===== config.mk =====
export PLATFORM = sky130hd
export DESIGN_NAME = fcs_top
export DESIGN_NICKNAME = d
export VERILOG_FILES = /design/src/rtl/fcs_pkg.sv /design/src/rtl/fcs_top.sv /design/src/rtl/fcs_prims.sv
export SDC_FILE = /design/constraint.sdc
export NUM_CORES = 1
export LEC_CHECK = 0
export ABC_AREA = 0
export BUFFER_PORTS_ARGS = -buffer_cell sky130_fd_sc_hd__buf_2
export CORE_UTILIZATION = 40
export CTS_CLUSTER_DIAMETER = 100
export CTS_CLUSTER_SIZE = 14
export DETAILED_ROUTE_END_ITERATION = 10
export GPL_ROUTABILITY_DRIVEN = 0
export GPL_TIMING_DRIVEN = 0
export SLEW_MARGIN = 15
export SYNTH_ARGS = -nofsm -noshare
export SYNTH_HDL_FRONTEND = slang
export SYNTH_HIERARCHICAL = 1
export SYNTH_SLANG_ARGS = --single-unit

===== constraint.sdc =====
create_clock -name clk_i -period 5.7 [get_ports clk_i]
set_input_delay 0.285 -clock clk_i [delete_from_list [all_inputs] [get_ports clk_i]]
set_output_delay 0.285 -clock clk_i [all_outputs]
set_load 0.02 [all_outputs]

===== src/rtl/fcs_pkg.sv =====
// Package: register map, field layout, reset values and modes of the clock source unit
package fcs_pkg;
	localparam int          WB_AW          = 5;
	localparam logic [4:0]  ADDR_CTRL_ONE  = 5'h00;
	localparam logic [4:0]  ADDR_CTRL_TWO  = 5'h04;
	localparam logic [4:0]  ADDR_TRIM      = 5'h08;
	localparam logic [4:0]  ADDR_STAT_FT   = 5'h0c;
	localparam logic [4:0]  ADDR_LOOP_STAT = 5'h10;

	localparam logic [7:0]  CTRL_ONE_RST   = 8'h04;
	localparam logic [7:0]  CTRL_TWO_RST   = 8'h40;
	localparam logic [7:0]  TRIM_RST       = 8'h80;
	localparam logic        FT_RST         = 1'b0;

	// Control one fields
	localparam int          SYSTEM_CLOCK_SELECT_HI        = 7;
	localparam int          SYSTEM_CLOCK_SELECT_LO        = 6;
	localparam int          LOOP_REF_DIVIDER_HI        = 5;
	localparam int          LOOP_REF_DIVIDER_LO        = 3;
	localparam int          LOOP_REF_SELECT_BIT      = 2;
	localparam int          INT_REF_OUTPUT_ENABLE_BIT    = 1;
	localparam int          INT_REF_STOP_ENABLE_BIT   = 0;
	// Control two fields
	localparam int          BUS_DIVIDER_HI        = 7;
	localparam int          BUS_DIVIDER_LO        = 6;
	localparam int          RANGE_BIT      = 5;
	localparam int          HGO_BIT        = 4;
	localparam int          LP_BIT         = 3;
	localparam int          EXT_REF_TYPE_SELECT_BIT      = 2;
	localparam int          EXT_REF_OUTPUT_ENABLE_BIT    = 1;
	localparam int          EXT_REF_STOP_ENABLE_BIT   = 0;

	localparam int          DIV_W          = 7;
	localparam int          LOOP_CNT_W     = 11;
	localparam logic [10:0] LOOP_MULT      = 11'h200;
	localparam logic [10:0] LOOP_CNT_MAX   = 11'h7ff;

	localparam logic [1:0]  SRC_LOOP       = 2'h0;
	localparam logic [1:0]  SRC_INT        = 2'h1;
	localparam logic [1:0]  SRC_EXT        = 2'h2;

	typedef enum logic [2:0] {
		FCS_FEI, FCS_FEE, FCS_FBI, FCS_BYPASS_INTERNAL_LOW_POWER_MODE, FCS_FBE, FCS_BYPASS_EXTERNAL_LOW_POWER_MODE, FCS_STOP
	} fcs_mode_t;

	typedef enum logic [1:0] {
		FCS_SW_IDLE, FCS_SW_OLD, FCS_SW_NEW
	} fcs_sw_t;
endpackage


===== src/rtl/fcs_top.sv =====
// Clock source unit: source select, dividers, mode control and Wishbone registers
//
// Local design decisions: the register offsets and the Wishbone interface to the registers.
`timescale 1ns/1ps
module fcs_top
	import fcs_pkg::*;
(
	input  wire logic        clk_i,
	input  wire logic        rst_b_i,
	input  wire logic        wb_cyc_i,
	input  wire logic        wb_stb_i,
	input  wire logic        wb_we_i,
	input  wire logic [4:0]  wb_adr_i,
	input  wire logic [3:0]  wb_sel_i,
	input  wire logic [31:0] wb_dat_i,
	output logic      [31:0] wb_dat_o,
	output logic             wb_ack_o,
	input  wire logic        stop_req_i,
	input  wire logic        loop_clk_i,
	input  wire logic        int_ref_clk_i,
	input  wire logic        ext_ref_clk_i,
	input  wire logic        xtal_ready_i,
	output logic             system_clock_out_o,
	output logic             bus_clk_o,
	output logic             int_ref_clock_out_o,
	output logic             ext_ref_clock_out_o,
	output logic             int_ref_enable_o,
	output logic             ext_ref_enable_o,
	output logic             loop_enable_o,
	output logic             loop_ref_clk_o,
	output logic             loop_locked_o,
	output logic [8:0]       int_ref_trim_o,
	output logic             freq_range_o,
	output logic             high_gain_select_o,
	output logic             ext_ref_type_select_o,
	output logic             ext_ref_output_enable_o,
	output logic             ext_ref_stop_enable_o
);
	function automatic logic [1:0] src_of(input logic [1:0] sel);
		src_of = (sel == SRC_EXT || sel == SRC_INT) ? sel : SRC_LOOP;
	endfunction

	function automatic logic pick_div(input logic lvl, input logic [DIV_W-1:0] cnt,
		input logic [2:0] code);
		pick_div = (code == 3'h0) ? lvl : cnt[code - 3'h1];
	endfunction

	logic [7:0]  ctrl_one_ff;
	logic [7:0]  ctrl_two_ff;
	logic [7:0]  trim_ff;
	logic        fine_trim_ff;
	logic        xtal_done_ff;
	logic        ack_ff;
	logic [31:0] rdat_ff;
	logic [1:0]  cur_src_ff;
	logic [1:0]  tgt_src_ff;
	fcs_sw_t     sw_ff;
	fcs_mode_t   mode_ff;
	fcs_mode_t   pre_stop_ff;
	logic [3:0]  lvl_d_ff;
	logic        sys_out_ff;
	logic        bus_clk_ff;
	logic        ref_out_ff;
	logic        int_out_ff;
	logic        ext_out_ff;
	logic        locked_ff;
	logic [LOOP_CNT_W-1:0] loop_cnt_ff;

	// Pin levels: [0] loop, [1] internal, [2] external, [3] crystal ready
	logic [3:0]  lvl;
	logic [3:0]  rise;
	logic [3:0]  fall;
	fcs_sync2 #(.W(4)) u_sync (
		.clk_i   (clk_i),
		.rst_b_i (rst_b_i),
		.d_i     ({xtal_ready_i, ext_ref_clk_i, int_ref_clk_i, loop_clk_i}),
		.q_o     (lvl)
	);
	always_ff @(posedge clk_i or negedge rst_b_i) begin
		if (!rst_b_i) begin
			lvl_d_ff <= '0;
		end else begin
			lvl_d_ff <= lvl;
		end
	end
	assign rise = lvl & ~lvl_d_ff;
	assign fall = ~lvl & lvl_d_ff;

	// Field decode
	wire [1:0] system_clock_select     = ctrl_one_ff[SYSTEM_CLOCK_SELECT_HI:SYSTEM_CLOCK_SELECT_LO];
	wire [2:0] loop_ref_divider     = ctrl_one_ff[LOOP_REF_DIVIDER_HI:LOOP_REF_DIVIDER_LO];
	wire       loop_ref_select    = ctrl_one_ff[LOOP_REF_SELECT_BIT];
	wire       int_ref_output_enable  = ctrl_one_ff[INT_REF_OUTPUT_ENABLE_BIT];
	wire       int_ref_stop_enable = ctrl_one_ff[INT_REF_STOP_ENABLE_BIT];
	wire [1:0] bus_divider     = ctrl_two_ff[BUS_DIVIDER_HI:BUS_DIVIDER_LO];
	wire       lp       = ctrl_two_ff[LP_BIT];
	wire       ext_ref_type_select    = ctrl_two_ff[EXT_REF_TYPE_SELECT_BIT];
	wire       ext_ref_output_enable  = ctrl_two_ff[EXT_REF_OUTPUT_ENABLE_BIT];
	wire       ext_ref_stop_enable = ctrl_two_ff[EXT_REF_STOP_ENABLE_BIT];
	wire [1:0] req_src  = src_of(system_clock_select);

	// Requested mode from the select, loop reference and low power bits
	fcs_mode_t nxt_mode;
	always_comb begin
		nxt_mode = FCS_FEI;
		if (stop_req_i) begin
			nxt_mode = FCS_STOP;
		end else begin
			case (req_src)
				SRC_LOOP: nxt_mode = loop_ref_select ? FCS_FEI : FCS_FEE;
				SRC_INT:  nxt_mode = lp ? FCS_BYPASS_INTERNAL_LOW_POWER_MODE : FCS_FBI;
				SRC_EXT:  nxt_mode = lp ? FCS_BYPASS_EXTERNAL_LOW_POWER_MODE : FCS_FBE;
				default:  nxt_mode = FCS_FEI;
			endcase
		end
	end

	wire in_stop   = (mode_ff == FCS_STOP);
	wire int_mode  = (pre_stop_ff == FCS_FEI) || (pre_stop_ff == FCS_FBI)
		|| (pre_stop_ff == FCS_BYPASS_INTERNAL_LOW_POWER_MODE);
	wire ext_mode  = (pre_stop_ff == FCS_FEE) || (pre_stop_ff == FCS_FBE)
		|| (pre_stop_ff == FCS_BYPASS_EXTERNAL_LOW_POWER_MODE);
	wire loop_on   = !in_stop && !(lp && req_src != SRC_LOOP);
	wire int_need  = (loop_on && loop_ref_select) || (req_src == SRC_INT) || int_ref_output_enable;
	wire ext_need  = (loop_on && !loop_ref_select) || (req_src == SRC_EXT) || ext_ref_output_enable;
	wire int_en    = in_stop ? (int_ref_stop_enable && (int_ref_output_enable || int_mode)) : int_need;
	wire ext_en    = in_stop ? (ext_ref_stop_enable && (ext_ref_output_enable || ext_mode)) : ext_need;
	wire ext_used  = ext_ref_output_enable || (!in_stop && ext_need && !loop_ref_select)
		|| (!in_stop && req_src == SRC_EXT);

	// Loop reference: select and divide by two to the field power
	wire       ref_lvl  = loop_ref_select ? lvl[1] : lvl[2];
	wire       ref_rise = loop_ref_select ? rise[1] : rise[2];
	logic [DIV_W-1:0] ref_cnt;
	fcs_edge_cnt #(.W(DIV_W)) u_ref_div (
		.clk_i   (clk_i),
		.rst_b_i (rst_b_i),
		.clear_i (!loop_on),
		.tick_i  (ref_rise),
		.cnt_o   (ref_cnt)
	);
	wire nxt_ref_out = loop_on && pick_div(ref_lvl, ref_cnt, loop_ref_divider);

	// Lock check: loop edges counted over one divided reference period
	wire ref_out_rise = nxt_ref_out && !ref_out_ff;
	wire [LOOP_CNT_W-1:0] nxt_loop_cnt = ref_out_rise ? '0 :
		(rise[0] && loop_cnt_ff != LOOP_CNT_MAX) ? LOOP_CNT_W'(loop_cnt_ff + 1'b1) :
		loop_cnt_ff;

	// Selected source and bus divider
	logic       src_lvl;
	logic       src_rise;
	logic       src_fall;
	logic       tgt_rise;
	always_comb begin
		src_lvl  = lvl[cur_src_ff];
		src_rise = rise[cur_src_ff];
		src_fall = fall[cur_src_ff];
		tgt_rise = rise[tgt_src_ff];
	end
	logic [DIV_W-1:0] out_cnt;
	fcs_edge_cnt #(.W(DIV_W)) u_bus_div (
		.clk_i   (clk_i),
		.rst_b_i (rst_b_i),
		.clear_i (sw_ff != FCS_SW_IDLE),
		.tick_i  (src_rise),
		.cnt_o   (out_cnt)
	);
	wire nxt_sys_out = !in_stop && sw_ff == FCS_SW_IDLE
		&& pick_div(src_lvl, out_cnt, {1'b0, bus_divider});

	// Source switch: park low as soon as the switch leaves idle, hand over once old source is low, resume on new source rise
	fcs_sw_t nxt_sw;
	always_comb begin
		nxt_sw = sw_ff;
		case (sw_ff)
			FCS_SW_IDLE: nxt_sw = (req_src != cur_src_ff) ? FCS_SW_OLD : FCS_SW_IDLE;
			FCS_SW_OLD:  nxt_sw = (!sys_out_ff && (src_fall || !src_lvl)) ?
				FCS_SW_NEW : FCS_SW_OLD;
			FCS_SW_NEW:  nxt_sw = tgt_rise ? FCS_SW_IDLE : FCS_SW_NEW;
			default:     nxt_sw = FCS_SW_IDLE;
		endcase
	end

	// Bus slave
	wire        req     = wb_cyc_i && wb_stb_i && !ack_ff;
	wire        wr_lane = req && wb_we_i && wb_sel_i[0];
	wire        wr_c1   = wr_lane && wb_adr_i == ADDR_CTRL_ONE;
	wire        wr_c2   = wr_lane && wb_adr_i == ADDR_CTRL_TWO;
	wire        wr_tr   = wr_lane && wb_adr_i == ADDR_TRIM;
	wire        wr_sc   = wr_lane && wb_adr_i == ADDR_STAT_FT;
	wire [7:0]  stat_rd = {4'h0, cur_src_ff, xtal_done_ff, fine_trim_ff};
	logic [7:0] rd_byte;
	always_comb begin
		case (wb_adr_i)
			ADDR_CTRL_ONE:  rd_byte = ctrl_one_ff;
			ADDR_CTRL_TWO:  rd_byte = ctrl_two_ff;
			ADDR_TRIM:      rd_byte = trim_ff;
			ADDR_STAT_FT:   rd_byte = stat_rd;
			ADDR_LOOP_STAT: rd_byte = {4'h0, mode_ff, locked_ff};
			default:        rd_byte = 8'h00;
		endcase
	end

	// Crystal startup flag: setting wins over clearing
	wire xtal_set   = ext_ref_type_select && ext_used && lvl[3];
	wire xtal_clr   = !ext_ref_type_select || !ext_ref_output_enable;
	wire nxt_xtal   = xtal_set || (xtal_done_ff && !xtal_clr);

	always_ff @(posedge clk_i or negedge rst_b_i) begin
		if (!rst_b_i) begin
			ctrl_one_ff  <= CTRL_ONE_RST;
			ctrl_two_ff  <= CTRL_TWO_RST;
			trim_ff      <= TRIM_RST;
			fine_trim_ff <= FT_RST;
			ack_ff       <= 1'b0;
			rdat_ff      <= '0;
		end else begin
			ack_ff  <= req;
			rdat_ff <= req ? {24'h000000, rd_byte} : rdat_ff;
			if (wr_c1) ctrl_one_ff <= wb_dat_i[7:0];
			if (wr_c2) ctrl_two_ff <= wb_dat_i[7:0];
			if (wr_tr) trim_ff <= wb_dat_i[7:0];
			if (wr_sc) fine_trim_ff <= wb_dat_i[0];
		end
	end

	always_ff @(posedge clk_i or negedge rst_b_i) begin
		if (!rst_b_i) begin
			mode_ff      <= FCS_FEI;
			pre_stop_ff  <= FCS_FEI;
			sw_ff        <= FCS_SW_IDLE;
			cur_src_ff   <= SRC_LOOP;
			tgt_src_ff   <= SRC_LOOP;
			xtal_done_ff <= 1'b0;
		end else begin
			mode_ff      <= nxt_mode;
			pre_stop_ff  <= in_stop ? pre_stop_ff : mode_ff;
			sw_ff        <= nxt_sw;
			tgt_src_ff   <= (sw_ff == FCS_SW_IDLE) ? req_src : tgt_src_ff;
			cur_src_ff   <= (sw_ff == FCS_SW_NEW && tgt_rise) ? tgt_src_ff : cur_src_ff;
			xtal_done_ff <= nxt_xtal;
		end
	end

	always_ff @(posedge clk_i or negedge rst_b_i) begin
		if (!rst_b_i) begin
			sys_out_ff  <= 1'b0;
			bus_clk_ff  <= 1'b0;
			ref_out_ff  <= 1'b0;
			int_out_ff  <= 1'b0;
			ext_out_ff  <= 1'b0;
			locked_ff   <= 1'b0;
			loop_cnt_ff <= '0;
		end else begin
			sys_out_ff  <= nxt_sys_out;
			bus_clk_ff  <= (nxt_sys_out && !sys_out_ff) ? !bus_clk_ff : bus_clk_ff;
			ref_out_ff  <= nxt_ref_out;
			int_out_ff  <= int_ref_output_enable && int_en && lvl[1];
			ext_out_ff  <= ext_ref_output_enable && ext_en && lvl[2];
			loop_cnt_ff <= nxt_loop_cnt;
			locked_ff   <= !loop_on ? 1'b0 :
				(ref_out_rise ? (loop_cnt_ff == LOOP_MULT) : locked_ff);
		end
	end

	assign wb_ack_o                = ack_ff;
	assign wb_dat_o                = rdat_ff;
	assign system_clock_out_o      = sys_out_ff;
	assign bus_clk_o               = bus_clk_ff;
	assign int_ref_clock_out_o     = int_out_ff;
	assign ext_ref_clock_out_o     = ext_out_ff;
	assign int_ref_enable_o        = int_en;
	assign ext_ref_enable_o        = ext_en;
	assign loop_enable_o           = loop_on;
	assign loop_ref_clk_o          = ref_out_ff;
	assign loop_locked_o           = locked_ff;
	assign int_ref_trim_o          = {trim_ff, fine_trim_ff};
	assign freq_range_o            = ctrl_two_ff[RANGE_BIT];
	assign high_gain_select_o      = ctrl_two_ff[HGO_BIT];
	assign ext_ref_type_select_o   = ext_ref_type_select;
	assign ext_ref_output_enable_o = ext_ref_output_enable;
	assign ext_ref_stop_enable_o   = ext_ref_stop_enable;
endmodule


===== src/rtl/fcs_prims.sv =====
// Small helpers: multi-bit two-flop synchroniser and an edge counter
`timescale 1ns/1ps
module fcs_sync2 #(
	parameter int W = 4
) (
	input  wire logic         clk_i,
	input  wire logic         rst_b_i,
	input  wire logic [W-1:0] d_i,
	output logic      [W-1:0] q_o
);
	logic [W-1:0] meta_ff;
	logic [W-1:0] q_ff;

	always_ff @(posedge clk_i or negedge rst_b_i) begin
		if (!rst_b_i) begin
			meta_ff <= '0;
			q_ff    <= '0;
		end else begin
			meta_ff <= d_i;
			q_ff    <= meta_ff;
		end
	end
	assign q_o = q_ff;
endmodule

module fcs_edge_cnt #(
	parameter int W = 7
) (
	input  wire logic         clk_i,
	input  wire logic         rst_b_i,
	input  wire logic         clear_i,
	input  wire logic         tick_i,
	output logic      [W-1:0] cnt_o
);
	logic [W-1:0] cnt_ff;
	logic [W-1:0] nxt_cnt;

	assign nxt_cnt = clear_i ? '0 : (tick_i ? W'(cnt_ff + 1'b1) : cnt_ff);

	always_ff @(posedge clk_i or negedge rst_b_i) begin
		if (!rst_b_i) begin
			cnt_ff <= '0;
		end else begin
			cnt_ff <= nxt_cnt;
		end
	end
	assign cnt_o = cnt_ff;
endmodule


==> results.sh <==
export IMPL_diodes=0
export IMPL_clkTransAtPathRegs_ps=80
export IMPL_crit_required_ps=5410
export IMPL_placed_cell_area_um2=4850
export IMPL_grt_max_degree=53
export IMPL_hold_path_end="u_sync/meta_ff[0]$_DFF_PN0_"
export IMPL_grt_overflow_total=0
export IMPL_power_leakage_nw=2.51
export IMPL_clock_path_buffers=2
export IMPL_clock_sink_count=87
export IMPL_sw_frac_of_total_pct=28.3
export IMPL_wl_per_cell_um=14.1
export IMPL_drv_slew=0
export IMPL_finClkSkew_ps=11.1
export IMPL_antenna_found_initial=0
export IMPL_dp_slack_ps=3360
export IMPL_max_stage_delay_ps=420
export IMPL_die_h_um=106
export IMPL_seq_area_um2=2180
export IMPL_synthCells=386
export IMPL_htreeDepth=3
export IMPL_remaining_drc_errors=0
export IMPL_path_class="flip-flop to output pin"
export IMPL_crit_family="compound AO/OA/AOI/OAI gates"
export IMPL_initial_utilization_pct=41.5
export IMPL_io_buffers=53
export IMPL_p_int_mw=1.06
export IMPL_place_inst=599
export IMPL_power_mw=1.48
export IMPL_antenna_left=0
export IMPL_ctsResizeCount=0
export IMPL_dieArea_um2=11200
export IMPL_tightest_slew_ps=658
export IMPL_startpoint_type="flip-flop"
export IMPL_p_seq_share_pct=49.5
export IMPL_switchingPower_mw=0.420
export IMPL_track_usage_pct=16.4
export IMPL_syn_to_final_growth_pct=18.3
export IMPL_dp_hpwl_um=6490
export IMPL_stdcell_area_um2=5090
export IMPL_min_path_cells=1
export IMPL_timing_rr_start="mode_ff[0]$_DFF_PN0_"
export IMPL_fill_cells=995
export IMPL_core_um2=10400
export IMPL_rsz0062_at_grt="no"
export IMPL_rows=37
export IMPL_layout_setup_ws_ps=3280
export IMPL_worstReg2RegEnd="u_ref_div/cnt_o[6]$_DFFE_PN0P_"
export IMPL_vias=3012
export IMPL_cts_tree="done"
export IMPL_maxSlewHeadroom_pct=55.8
export IMPL_die_w_um=106
export IMPL_whs_ps=38.0
export IMPL_pwr_share_comb_pct=17.9
export IMPL_hold_class="input pin to flip-flop"
export IMPL_path_buf_inv=2
export IMPL_r2r_slack_ps=3330
export IMPL_layout_drive_gt1_share_pct=29.2
export IMPL_critPathMaxFanout=7
export IMPL_numCtsBuffers=9
export IMPL_vdd_ir_drop_max_mv=0.158
export IMPL_hold_viol=0
export IMPL_pwr_density_cell_nw_per_um2=291
export IMPL_cp_slowest_cell="dfrtp_1"
export IMPL_insertion_delay_ps=360
export IMPL_post_route_period_util_pct=42.5
export IMPL_clock_power_share_pct=32.6
export IMPL_dr_first_iter_drc_count=80
export IMPL_status="finished, final reports clean"
export IMPL_wl_um=8680
export IMPL_grt_pass1_wl_um=14200
export IMPL_grt_pass1_vias=2920
export IMPL_finalCriticalPeriod_ps=2420
export IMPL_yosys_warnings=6
export IMPL_synthesis_area_um2=4300
export IMPL_multi_input_area_um2=1890
export IMPL_cp_common_cell="a21oi_1"
export IMPL_maxCapViolations=0
export IMPL_fin_cells=616
export IMPL_critPathCaptureType="output pin"
export IMPL_setup_viol=0
export IMPL_nNetsFinal=535
export IMPL_syn_mean_instance_area_um2=11.1
export IMPL_firstDrtPassIters=4
export IMPL_final_util_pct=49.1
export IMPL_cts_root_buf="clkbuf_8"
export IMPL_fmax_mhz=413
export IMPL_finalSetupTns_ps=0
export IMPL_ff2ff_path_depth=9
export IMPL_post_cts_buffers=0
export IMPL_min_from="loop_clk_i"
export IMPL_viasPerCell=4.89
export IMPL_ios=107
export IMPL_worstPathArrival_ps=2140
export IMPL_crit_chain="nor2b_1 -> and2_1 -> clkbuf_1 -> o31ai_1 -> a21oi_1 -> a21oi_1 -> buf_2"
==> per-layer routing <==
metal  up-vias  routed length [µm]  share of wire (%)  global-route usage (%)
met4         0                 243                2.8                    9.33
li1       1465                   -                  -                       -
met2        77                4070                 47                    25.8
met3        14                 324                3.7                    2.47
met1      1456                4040                 47                    21.8
met5         -                   0                  0                       0
==> area by class of cell <==
cell class                 count  share of cell area (%)
clock inverter                 3                    1.28
buffer                        37                    5.04
sequential                    87                    42.9
tap                          136                    3.34
inverter                      16                    1.18
timing repair buffer          55                    6.00
clock buffer                  13                    3.12
multi-input combinational    269                    37.2
==> worst max-delay path by stage <==
stage	from	to	slack, ps	depth (start not counted)
6_report	mode_ff[2]$_DFF_PN0_	ext_ref_enable_o	3280	7
5_1_grt	mode_ff[0]$_DFF_PN0_	ext_ref_enable_o	3130	7
2_1_floorplan	mode_ff[0]$_DFF_PN0_	u_ref_div/cnt_o[6]$_DFFE_PN0P_	3590	9
4_1_cts	mode_ff[2]$_DFF_PN0_	int_ref_enable_o	3230	7
3_3_place_gp	mode_ff[0]$_DFF_PN0_	u_ref_div/cnt_o[6]$_DFFE_PN0P_	3370	9
3_5_place_dp	mode_ff[0]$_DFF_PN0_	u_ref_div/cnt_o[6]$_DFFE_PN0P_	3360	9
==> power groups by stage <==
| stage | Clock, mW | Sequential, mW | Combinational [mW] |
|---|---|---|---|
| finish | 0.484 | 0.734 | 0.266 |
| global route | 0.517 | 0.744 | 0.295 |
| detailed placement | 0 | 0.746 | 0.268 |
| floorplan | 0 | 0.744 | 0.185 |
| CTS | 0.498 | 0.734 | 0.269 |
| global placement | 0 | 0.744 | 0.258 |
==> repair_timing <==
item                                    in CTS  in global routing
hold buffers                                 1                  0
endpoints found under the setup margin       0                  0
hold endpoints to repair                    34                  0
==> sequential cells by signal, summed over array words and instances (netlist names), 7 cells and up <==
name,cells
loop_cnt_ff,11
u_ref_div/cnt_o,7
ctrl_one_ff,8
ctrl_two_ff,8
wb_dat_o,8
trim_ff,8
==> placed cells by master, fill, tap and decap left out, drive strengths merged, types with 9 or more instances in the layout <==
master and instances:
inv 16, o21ai 18, buf 86, dfrtp 84
conb 24, a21oi 9, ha 9, clkbuf 18
nor2 39, xor2 10, mux2 28, nand2 30
mux2i 17
(Power assumes the default switching activity.)
